**config.mk**
```make
export PLATFORM = sky130hd
export DESIGN_NAME = pio_top
export DESIGN_NICKNAME = d
export VERILOG_FILES = /design/src/verilog/pio_pkg.sv /design/src/verilog/pio_pin_mux.sv /design/src/verilog/pio_top.sv
export SDC_FILE = /design/constraint.sdc
export NUM_CORES = 1
export LEC_CHECK = 0
export BUFFER_PORTS_ARGS = -buffer_cell sky130_fd_sc_hd__buf_2
export CAP_MARGIN = 30
export CORE_UTILIZATION = 25
export DETAILED_ROUTE_END_ITERATION = 10
export GPL_TIMING_DRIVEN = 0
export PLACE_DENSITY = 0.42
export SLEW_MARGIN = 20
export SYNTH_ARGS = -nofsm -noshare
export SYNTH_HDL_FRONTEND = slang
export SYNTH_SLANG_ARGS = --single-unit
```
**constraint.sdc**
```tcl
create_clock -name clk_i -period 2.5 [get_ports clk_i]
set_clock_uncertainty 0.05 [all_clocks]
set_input_delay 0.125 -clock clk_i [delete_from_list [all_inputs] [get_ports clk_i]]
set_output_delay 0.125 -clock clk_i [all_outputs]
set_load 0.01 [all_outputs]
```
**src/verilog/pio_pkg.sv**
```systemverilog
/*
  pio_pkg: constants, register map and carrier types of the parallel
  port block. Assumes a 32-bit classic Wishbone register bus.
*/
package pio_pkg;

  ////////////////////////////////////////////////////////////////////
  // geometry
  localparam int PIO_PORTS = 3;
  localparam int PIO_W     = 16;

  ////////////////////////////////////////////////////////////////////
  // address decode: byte address = port*0x20 + reg*4, control at 0x60
  localparam int         PIO_ADR_REG_LSB  = 2;
  localparam int         PIO_ADR_PORT_LSB = 5;
  localparam int         PIO_ADR_TOP_BIT  = 7;
  localparam logic [1:0] PIO_CTRL_PORT    = 2'h3;
  localparam logic [2:0] PIO_OFS_DIR      = 3'h0;
  localparam logic [2:0] PIO_OFS_LAT      = 3'h1;
  localparam logic [2:0] PIO_OFS_LVL      = 3'h2;
  localparam logic [2:0] PIO_OFS_ODC      = 3'h3;
  localparam logic [2:0] PIO_OFS_ANS      = 3'h4;
  localparam logic [2:0] PIO_OFS_CTRL     = 3'h0;

  // control register fields
  localparam int PIO_CTRL_HOLD_BIT  = 0;
  localparam int PIO_CTRL_SLEEP_BIT = 1;

  ////////////////////////////////////////////////////////////////////
  // reset values and implemented-bit masks
  localparam logic [PIO_W-1:0] PIO_DIR_RST  = 16'hffff;
  localparam logic [PIO_W-1:0] PIO_LAT_RST  = 16'h0000;
  localparam logic [PIO_W-1:0] PIO_ODC_RST  = 16'h0000;
  localparam logic [PIO_W-1:0] PIO_ANS_RST  = 16'hffff;
  localparam logic [PIO_W-1:0] PIO_MASK_ALL = 16'hffff;
  // analog-capable pins: port c 2..0, port b 15..12 and 4..0, port a 3..0
  localparam logic [PIO_PORTS-1:0][PIO_W-1:0] PIO_ANS_MASK =
    {16'h0007, 16'hf01f, 16'h000f};

  ////////////////////////////////////////////////////////////////////
  // types
  typedef struct packed {
    logic [PIO_W-1:0] dir;
    logic [PIO_W-1:0] lat;
    logic [PIO_W-1:0] odc;
    logic [PIO_W-1:0] ans;
  } pio_cfg_t;

  typedef enum logic [1:0] {
    PIO_RUN   = 2'h0,
    PIO_SLEEP = 2'h1,
    PIO_WAKE  = 2'h3
  } pio_hold_t;

endpackage

```
**src/verilog/pio_pin_mux.sv**
```systemverilog
/*
  pio_pin_mux: per-pin output ownership, open-drain shaping, input
  synchroniser and input buffer gating for one 16-pin port.
  Assumes pin and peripheral inputs synchronous to clk_i except pin_in_i,
  which is synchronised here.
*/
`timescale 1ns/100ps
module pio_pin_mux
  import pio_pkg::*;
(
  input  wire logic             clk_i,
  input  wire logic             rst_i,
  input  wire logic             ce_i,
  input  wire logic             hold_i,
  input  wire pio_cfg_t         cfg_i,
  input  wire logic [PIO_W-1:0] impl_i,
  input  wire logic [PIO_W-1:0] periph_en_i,
  input  wire logic [PIO_W-1:0] periph_oe_i,
  input  wire logic [PIO_W-1:0] periph_out_i,
  input  wire logic [PIO_W-1:0] pin_in_i,
  output logic      [PIO_W-1:0] pin_out_o,
  output logic      [PIO_W-1:0] pin_oe_o,
  output logic      [PIO_W-1:0] periph_in_o,
  output logic      [PIO_W-1:0] conv_ext_o,
  output logic      [PIO_W-1:0] lvl_o
);

  ////////////////////////////////////////////////////////////////////
  genvar b;
  generate
    for (b = 0; b < PIO_W; b++)
    begin : g_pin
      logic sync1_r;
      logic sync2_r;
      logic own;
      logic dig;
      logic oe_nxt;
      logic out_nxt;

      // two-stage synchroniser on the pin level
      always_ff @(posedge clk_i)
      begin
        if (rst_i)
        begin
          sync1_r <= 1'b0;
          sync2_r <= 1'b0;
        end
        else if (ce_i)
        begin
          sync1_r <= pin_in_i[b];
          sync2_r <= sync1_r;
        end
      end

      // an enabled peripheral that drives owns the pin
      assign own     = periph_en_i[b] & periph_oe_i[b];
      // analog select switches the digital buffer off
      assign dig     = sync2_r & ~cfg_i.ans[b];
      // open drain releases instead of driving high
      assign oe_nxt  = impl_i[b] & (own | (~cfg_i.dir[b] &
                       ~(cfg_i.odc[b] & cfg_i.lat[b])));
      assign out_nxt = own ? periph_out_i[b] :
                       (cfg_i.lat[b] & ~cfg_i.odc[b]);
      assign lvl_o[b] = dig & impl_i[b];

      // pad drive, frozen while pins are held
      always_ff @(posedge clk_i)
      begin
        if (rst_i)
        begin
          pin_oe_o[b]  <= 1'b0;
          pin_out_o[b] <= 1'b0;
        end
        else if (ce_i && !hold_i)
        begin
          pin_oe_o[b]  <= oe_nxt;
          pin_out_o[b] <= out_nxt;
        end
      end

      // peripheral input and converter source
      always_ff @(posedge clk_i)
      begin
        if (rst_i)
        begin
          periph_in_o[b] <= 1'b0;
          conv_ext_o[b]  <= 1'b0;
        end
        else if (ce_i)
        begin
          periph_in_o[b] <= (~own & ~cfg_i.dir[b]) ? 1'b0 : dig;
          conv_ext_o[b]  <= cfg_i.ans[b] & cfg_i.dir[b];
        end
      end
    end
  endgenerate

endmodule

```
**src/verilog/pio_top.sv**
```systemverilog
/*
  pio_top: three parallel i/o ports with direction, latch, pin level,
  open-drain and analog select registers behind a classic Wishbone slave,
  plus pin hold across deep sleep.
  Assumes one clock, synchronous active-high reset, clock enable ce_i,
  and a master that keeps each request until ack.
*/
`timescale 1ns/100ps
module pio_top
  import pio_pkg::*;
#(
  parameter logic [PIO_PORTS-1:0][PIO_W-1:0] PIN_MASK = {PIO_PORTS{PIO_MASK_ALL}}
)
(
  input  wire logic                            clk_i,
  input  wire logic                            rst_i,
  input  wire logic                            ce_i,
  input  wire logic                            wb_cyc_i,
  input  wire logic                            wb_stb_i,
  input  wire logic                            wb_we_i,
  input  wire logic [7:0]                      wb_adr_i,
  input  wire logic [3:0]                      wb_sel_i,
  input  wire logic [31:0]                     wb_dat_i,
  output logic      [31:0]                     wb_dat_o,
  output logic                                 wb_ack_o,
  input  wire logic                            deep_sleep_i,
  input  wire logic [PIO_PORTS-1:0][PIO_W-1:0] pin_in_i,
  input  wire logic [PIO_PORTS-1:0][PIO_W-1:0] periph_en_i,
  input  wire logic [PIO_PORTS-1:0][PIO_W-1:0] periph_oe_i,
  input  wire logic [PIO_PORTS-1:0][PIO_W-1:0] periph_out_i,
  output logic      [PIO_PORTS-1:0][PIO_W-1:0] pin_out_o,
  output logic      [PIO_PORTS-1:0][PIO_W-1:0] pin_oe_o,
  output logic      [PIO_PORTS-1:0][PIO_W-1:0] periph_in_o,
  output logic      [PIO_PORTS-1:0][PIO_W-1:0] conv_ext_o,
  output logic                                 hold_o
);

  ////////////////////////////////////////////////////////////////////
  // storage
  logic      [PIO_PORTS-1:0][PIO_W-1:0] dir_r;
  logic      [PIO_PORTS-1:0][PIO_W-1:0] lat_r;
  logic      [PIO_PORTS-1:0][PIO_W-1:0] odc_r;
  logic      [PIO_PORTS-1:0][PIO_W-1:0] ans_r;
  logic      [PIO_PORTS-1:0][PIO_W-1:0] lvl_w;
  logic      [PIO_PORTS-1:0][PIO_W-1:0] own_w;
  logic      [PIO_PORTS-1:0][PIO_W-1:0] ans_impl;
  pio_hold_t                            hold_r;
  pio_hold_t                            hold_nxt;
  logic                                 ack_r;
  logic      [31:0]                     rdat_r;
  logic      [31:0]                     rdat_nxt;

  // decode
  logic             req_w;
  logic             wr_w;
  logic [1:0]       port_sel_w;
  logic [2:0]       reg_sel_w;
  logic             hit_port_w;
  logic             hit_ctrl_w;
  logic [PIO_W-1:0] wmask_w;
  logic [PIO_W-1:0] lat_sel_w;
  logic [PIO_W-1:0] ans_sel_w;

  ////////////////////////////////////////////////////////////////////
  // merge a byte-laned write into a 16-bit register
  function automatic logic [PIO_W-1:0] merge(input logic [PIO_W-1:0] old_v,
                                             input logic [PIO_W-1:0] new_v,
                                             input logic [PIO_W-1:0] m);
    merge = (old_v & ~m) | (new_v & m);
  endfunction

  // request decode; unmapped addresses still get an ack with zero data
  assign req_w      = wb_cyc_i & wb_stb_i & ~ack_r;
  assign wr_w       = req_w & wb_we_i;
  assign port_sel_w = wb_adr_i[PIO_ADR_PORT_LSB +: 2];
  assign reg_sel_w  = wb_adr_i[PIO_ADR_REG_LSB +: 3];
  assign hit_port_w = ~wb_adr_i[PIO_ADR_TOP_BIT] & (port_sel_w != PIO_CTRL_PORT)
                      & (reg_sel_w <= PIO_OFS_ANS);
  assign hit_ctrl_w = ~wb_adr_i[PIO_ADR_TOP_BIT] & (port_sel_w == PIO_CTRL_PORT)
                      & (reg_sel_w == PIO_OFS_CTRL);
  assign wmask_w    = {{8{wb_sel_i[1]}}, {8{wb_sel_i[0]}}};
  assign own_w      = periph_en_i & periph_oe_i;
  assign lat_sel_w  = hit_port_w ? lat_r[port_sel_w] : '0;
  assign ans_sel_w  = hit_port_w ? ans_r[port_sel_w] : '0;

  // analog bits exist only where the pin has an analog function
  assign ans_impl   = PIN_MASK & PIO_ANS_MASK;

  ////////////////////////////////////////////////////////////////////
  // direction registers, all inputs after reset
  always_ff @(posedge clk_i)
  begin
    if (rst_i)
      dir_r <= PIN_MASK & {PIO_PORTS{PIO_DIR_RST}};
    else if (ce_i && wr_w && hit_port_w && reg_sel_w == PIO_OFS_DIR)
    begin
      for (int p = 0; p < PIO_PORTS; p++)
        if (port_sel_w == p[1:0])
          dir_r[p] <= merge(dir_r[p], wb_dat_i[PIO_W-1:0], wmask_w) & PIN_MASK[p];
    end
  end

  // output latch, written through latch or pin level address
  always_ff @(posedge clk_i)
  begin
    if (rst_i)
      lat_r <= {PIO_PORTS{PIO_LAT_RST}};
    else if (ce_i && wr_w && hit_port_w &&
             (reg_sel_w == PIO_OFS_LAT || reg_sel_w == PIO_OFS_LVL))
    begin
      for (int p = 0; p < PIO_PORTS; p++)
        if (port_sel_w == p[1:0])
          lat_r[p] <= merge(lat_r[p], wb_dat_i[PIO_W-1:0], wmask_w) & PIN_MASK[p];
    end
  end

  // open-drain select
  always_ff @(posedge clk_i)
  begin
    if (rst_i)
      odc_r <= {PIO_PORTS{PIO_ODC_RST}};
    else if (ce_i && wr_w && hit_port_w && reg_sel_w == PIO_OFS_ODC)
    begin
      for (int p = 0; p < PIO_PORTS; p++)
        if (port_sel_w == p[1:0])
          odc_r[p] <= merge(odc_r[p], wb_dat_i[PIO_W-1:0], wmask_w) & PIN_MASK[p];
    end
  end

  // analog select, unimplemented bits held at zero
  always_ff @(posedge clk_i)
  begin
    if (rst_i)
      ans_r <= ans_impl & {PIO_PORTS{PIO_ANS_RST}};
    else if (ce_i && wr_w && hit_port_w && reg_sel_w == PIO_OFS_ANS)
    begin
      for (int p = 0; p < PIO_PORTS; p++)
        if (port_sel_w == p[1:0])
          ans_r[p] <= merge(ans_r[p], wb_dat_i[PIO_W-1:0], wmask_w)
                      & ans_impl[p];
    end
  end

  ////////////////////////////////////////////////////////////////////
  // pin hold: entered on deep sleep, left when software clears hold bit
  always_comb
  begin
    hold_nxt = hold_r;
    case (hold_r)
      PIO_RUN:
        if (deep_sleep_i)
          hold_nxt = PIO_SLEEP;
      PIO_SLEEP:
        if (!deep_sleep_i)
          hold_nxt = PIO_WAKE;
      PIO_WAKE:
        if (deep_sleep_i)
          hold_nxt = PIO_SLEEP;  // new sleep wins over the release
        else if (wr_w && hit_ctrl_w && wb_sel_i[0] &&
                 !wb_dat_i[PIO_CTRL_HOLD_BIT])
          hold_nxt = PIO_RUN;
      default:
        hold_nxt = PIO_RUN;
    endcase
  end

  // hold state register
  always_ff @(posedge clk_i)
  begin
    if (rst_i)
      hold_r <= PIO_RUN;
    else if (ce_i)
      hold_r <= hold_nxt;
  end

  assign hold_o = hold_r[0];  // sleep and wake codes share bit 0

  ////////////////////////////////////////////////////////////////////
  // read data selection
  always_comb
  begin
    rdat_nxt = '0;
    if (hit_ctrl_w)
    begin
      rdat_nxt[PIO_CTRL_HOLD_BIT]  = hold_r[0];
      rdat_nxt[PIO_CTRL_SLEEP_BIT] = (hold_r == PIO_SLEEP);
    end
    else if (hit_port_w)
    begin
      case (reg_sel_w)
        PIO_OFS_DIR: rdat_nxt[PIO_W-1:0] = dir_r[port_sel_w];
        PIO_OFS_LAT: rdat_nxt[PIO_W-1:0] = lat_r[port_sel_w];
        PIO_OFS_LVL: rdat_nxt[PIO_W-1:0] = lvl_w[port_sel_w];
        PIO_OFS_ODC: rdat_nxt[PIO_W-1:0] = odc_r[port_sel_w];
        PIO_OFS_ANS: rdat_nxt[PIO_W-1:0] = ans_r[port_sel_w];
        default:     rdat_nxt = '0;
      endcase
    end
  end

  // bus answer: ack one cycle after the request, then dropped
  always_ff @(posedge clk_i)
  begin
    if (rst_i)
      ack_r <= 1'b0;
    else if (ce_i)
      ack_r <= req_w;
  end

  // read data register
  always_ff @(posedge clk_i)
  begin
    if (rst_i)
      rdat_r <= '0;
    else if (ce_i && req_w)
      rdat_r <= wb_we_i ? 32'h0000_0000 : rdat_nxt;
  end

  assign wb_ack_o = ack_r;
  assign wb_dat_o = rdat_r;

  ////////////////////////////////////////////////////////////////////
  // per-port pin logic
  genvar gp;
  generate
    for (gp = 0; gp < PIO_PORTS; gp++)
    begin : g_port
      pio_pin_mux u_mux (
        .clk_i        (clk_i),
        .rst_i        (rst_i),
        .ce_i         (ce_i),
        .hold_i       (hold_o),
        .cfg_i        (pio_cfg_t'{dir: dir_r[gp], lat: lat_r[gp],
                                  odc: odc_r[gp], ans: ans_r[gp]}),
        .impl_i       (PIN_MASK[gp]),
        .periph_en_i  (periph_en_i[gp]),
        .periph_oe_i  (periph_oe_i[gp]),
        .periph_out_i (periph_out_i[gp]),
        .pin_in_i     (pin_in_i[gp]),
        .pin_out_o    (pin_out_o[gp]),
        .pin_oe_o     (pin_oe_o[gp]),
        .periph_in_o  (periph_in_o[gp]),
        .conv_ext_o   (conv_ext_o[gp]),
        .lvl_o        (lvl_w[gp])
      );
    end
  endgenerate
endmodule

```
==> impl_summary.txt <==
----------------------------------------------------
[Floorplan]
  Core Area ... 76,100 sq um
  Initial Utilization ... 25.3%
  Die Width ... 279 um
  Number of top-level pins ... 469
  Number of rows created at floorplan ... 101
  Die Span Y ... 279 um
  Floorplan die area ... 78,100 sq um

[Timing]
  Shortest period the worst path allows ... 2480 ps
  Count of final max-slew check failures ... 0
  Fin Hold WS ... 19.2 ps
  Worst-case headroom to the max-slew limit ... 30.7%
  Total negative setup slack ... 0 ps
  RSZ-0062 raised after global routing ... true
  Min setup slack post-route ... 15.6 ps
  Final setup vio count ... 0
  Slew @ Worst Pin ... 1040 ps
  Count of endpoints failing hold in the final timing report ... 0
  Max Clk Rate ... 403 MHz
  Final critical-path share of the clock period ... 99.4%

[Drt]
  Post-Route WL ... 107 mm
  WL per Instance ... 25.9 um
  First-pass detailed-route iteration total ... 6
  Iteration-0 DRC Markers ... 1,280
  DRC ... 0
  Via density per instance ... 4.98
  Vias after detailed routing ... 20,600
  Post-detailed-route count of antenna-violating nets ... 0

[Critical path]
  CP Data Required Time ... 2940 ps
  Endpoint of the most critical register-to-register path ... wb_dat_o[14]$_SDFFE_PP0P_
  Minimum setup slack among reg-to-reg paths ... 20 ps
  Worst-path cell chain ... nand4b_1, buf_4, or3b_2, nor2_4, buf_12, a21oi_1, a311oi_1
  Critical path class ... reg -> reg
  Number of cells on the worst reg-to-reg path ... 7
  Critical path arrival ... 2920 ps
  Slowest cell on the critical path ... or3b_2
  Source of the worst register-to-register timing path ... wb_ack_o$_SDFFE_PP0P_
  CP max stage delay ... 520 ps
  Startpoint kind of the worst setup timing path ... flop
  Highest fanout seen on the critical path ... 10
  Crit path capture type ... flop

[GRT]
  Congestion Overflow GR ... 0
  Maximum number of pins on one net before global-route repair ... 14
  Wire length of the first global-routing pass ... 147 mm
  Met1 Track Usage GR ... 32.8%
  Number of antenna violations at the first check in global routing ... 1
  Number of global-route vias before repair ... 19,900
  Layer with the highest usage after global routing ... met2
  Total Routing Usage GR ... 26.6%
  Met3 Resource Use GR ... 2.80%
  Met2 track utilization from global routing ... 48.0%

[Cells and area]
  Number of inserted diodes ... 0
  Non-filler cells in the finished layout ... 4,138
  Layout Area Growth over Synthesis ... 40.5%
  Share of cells above drive strength 1 ... 19.5%
  Number of nets in the finished design ... 3,312

[Synth]
  Post-synth top area cell ... dfxtp_1
  Sequential-to-total area share from yosys stat ... 45.3%
  Proportion of netlist area held by the largest area contributor ... 45.3%
  Per-instance average area after synthesis ... 8.28 sq um
  Async set or reset register ratio after synthesis ... 0%
  Count of different cell masters after synthesis ... 54
  Flip-flop and latch count after synthesis ... 435
  Synthesized area ... 19,200 sq um
  Dominant synthesized flop cell ... dfxtp_1
  Top area cells in the synthesized netlist ... dfxtp_1 45%, nand2_1 8.5%, mux2i_1 7.9%
  Synthesized netlist cell count ... 2,324
  Warning count from the yosys run ... 0
  Most numerous cell types in the synthesized netlist ... 435 x dfxtp_1, 435 x nand2_1, 244 x a21oi_1
  EDFF count, synth ... 0

[Clocking]
  Deepest clock path buffer count ... 3
  Clock tree from TritonCTS ... done
  Clock sink count ... 435
  Inserted Clock Buffers ... 52
  # H-tree levels ... 2
  Buffer cell driving the clock tree root ... clkbuf_16
  CTS clk-pin slew, worst paths ... 60 ps
  Clock insertion delay at the later pin of the skew report ... 620 ps

[Flow run]
  Number of max-cap violations ... 0

[Placement]
  Placement Setup Slack ... -401 ps
  Cell count after placement ... 3,798
  Post-DP HPWL ... 84.3 mm
  GPL Wtd Cong ... 0.931
  Port buffer count ... 383

[Min path]
  Critical hold path startpoint ... periph_en_i[30]
  Endpoint, Worst Hold ... g_port[1].u_mux.periph_in_o[14]$_SDFFE_PP0P_
  Hold path depth ... 5
  Class of the worst hold path ... in -> reg

[Pwr]
  Leakage power figure ... 0.0110 uW
  Peak supply drop ... 0.396 mV
  Final Total Pwr ... 17,200 uW
  Total power divided by cell area ... 637 nW/um^2

[Run status]
  Result of the run ... completed

----------------------------------------------------
where the power goes:
part	switching (uW)	internal [uW]
combinational	1350	884
sequential	163	7160
clock	3240	4420
total	4760	12500
cell families after synthesis:
logic type / share of synthesized area (%)
and+or+nand+nor: 23.6
AOI/OAI and AO/OA: 16.6
DFF: 45.3
buffers and inverters: 6.14
muxes: 8.27
xor gates and xnor gates: 0.0455
other: 0.0195
worst max path at each step:
| stage | endpoint | start | cells after the start |
|---|---|---|---|
| 2_1_floorplan | flop | wb_adr_i[3] | 8 |
| 3_3_place_gp | wb_dat_o[0]$_SDFFE_PP0P_ | wb_adr_i[2] | 7 |
| 3_5_place_dp | flop | ce_i | 6 |
| 4_1_cts | wb_dat_o[0]$_SDFFE_PP0P_ | wb_ack_o$_SDFFE_PP0P_ | 7 |
| 5_1_grt | flop | wb_ack_o$_SDFFE_PP0P_ | 6 |
| 6_report | wb_dat_o[14]$_SDFFE_PP0P_ | wb_ack_o$_SDFFE_PP0P_ | 7 |
metrics by stage:
step | util (%) | cell area (sq um)
final | 35.5 | 27000
after global placement | 29.7 | 22600
after floorplan | - | 19400
after CTS | 35.5 | 27000
after global routing | 35.5 | 27000
after detailed placement | 30.0 | 22800
metal layers:
layer / wire (um) / part of all wire (%) / up-vias
met1: 44500 / 42 / 10200
met4: 3490 / 3.3 / 2
met2: 54100 / 50 / 716
li1: - / - / 9569
met5: 12 / 0.011 / -
met3: 5050 / 4.7 / 137
cells in the final DEF (no fill, tap or decap), types with 26 or more instances in the layout:
cell	Yosys	routed
nand2_1	435	435
dfxtp_1	435	435
buf_2	30	415
dlygate4sd3_1	0	246
a21oi_1	244	244
nor2_1	229	227
mux2i_1	151	151
clkbuf_1	119	110
nand3_1	108	108
nand3b_1	81	81
buf_4	49	55
a311oi_1	54	54
clkbuf_16	0	52
o22ai_1	49	49
conb_1	1	48
a211o_1	36	36
nand2b_1	36	35
o21ai_0	30	30
o2bb2ai_1	26	26
critical path, delay by kind of cell, from the launching register on:
kind / cells / cell delay, ps
simple gates: 3 / 1020
buf+inv: 2 / 460
flops: 1 / 430
compound gates: 2 / 370
final cells by class:
cell class / count / area (sq um)
fillers: 8018 / 49000
clock inverters: 16 / 160
repair buffers: 646 / 4590
plain buffers: 218 / 1120
flip-flops and latches: 435 / 8710
multi-input cells: 1695 / 9560
inverters: 21 / 78.8
clock buffers: 77 / 1530
well taps: 1030 / 1290
what timing repair did:
item / in CTS / in global routing
pin swaps: 2 / 1
hold buffers: 246 / 0
setup endpoints to repair: 153 / 58
endpoints found under the hold margin: 267 / 0
gates resized for setup: 10 / 12
buffers inserted: 2 / 1
Power figures use the tool's default switching activity.
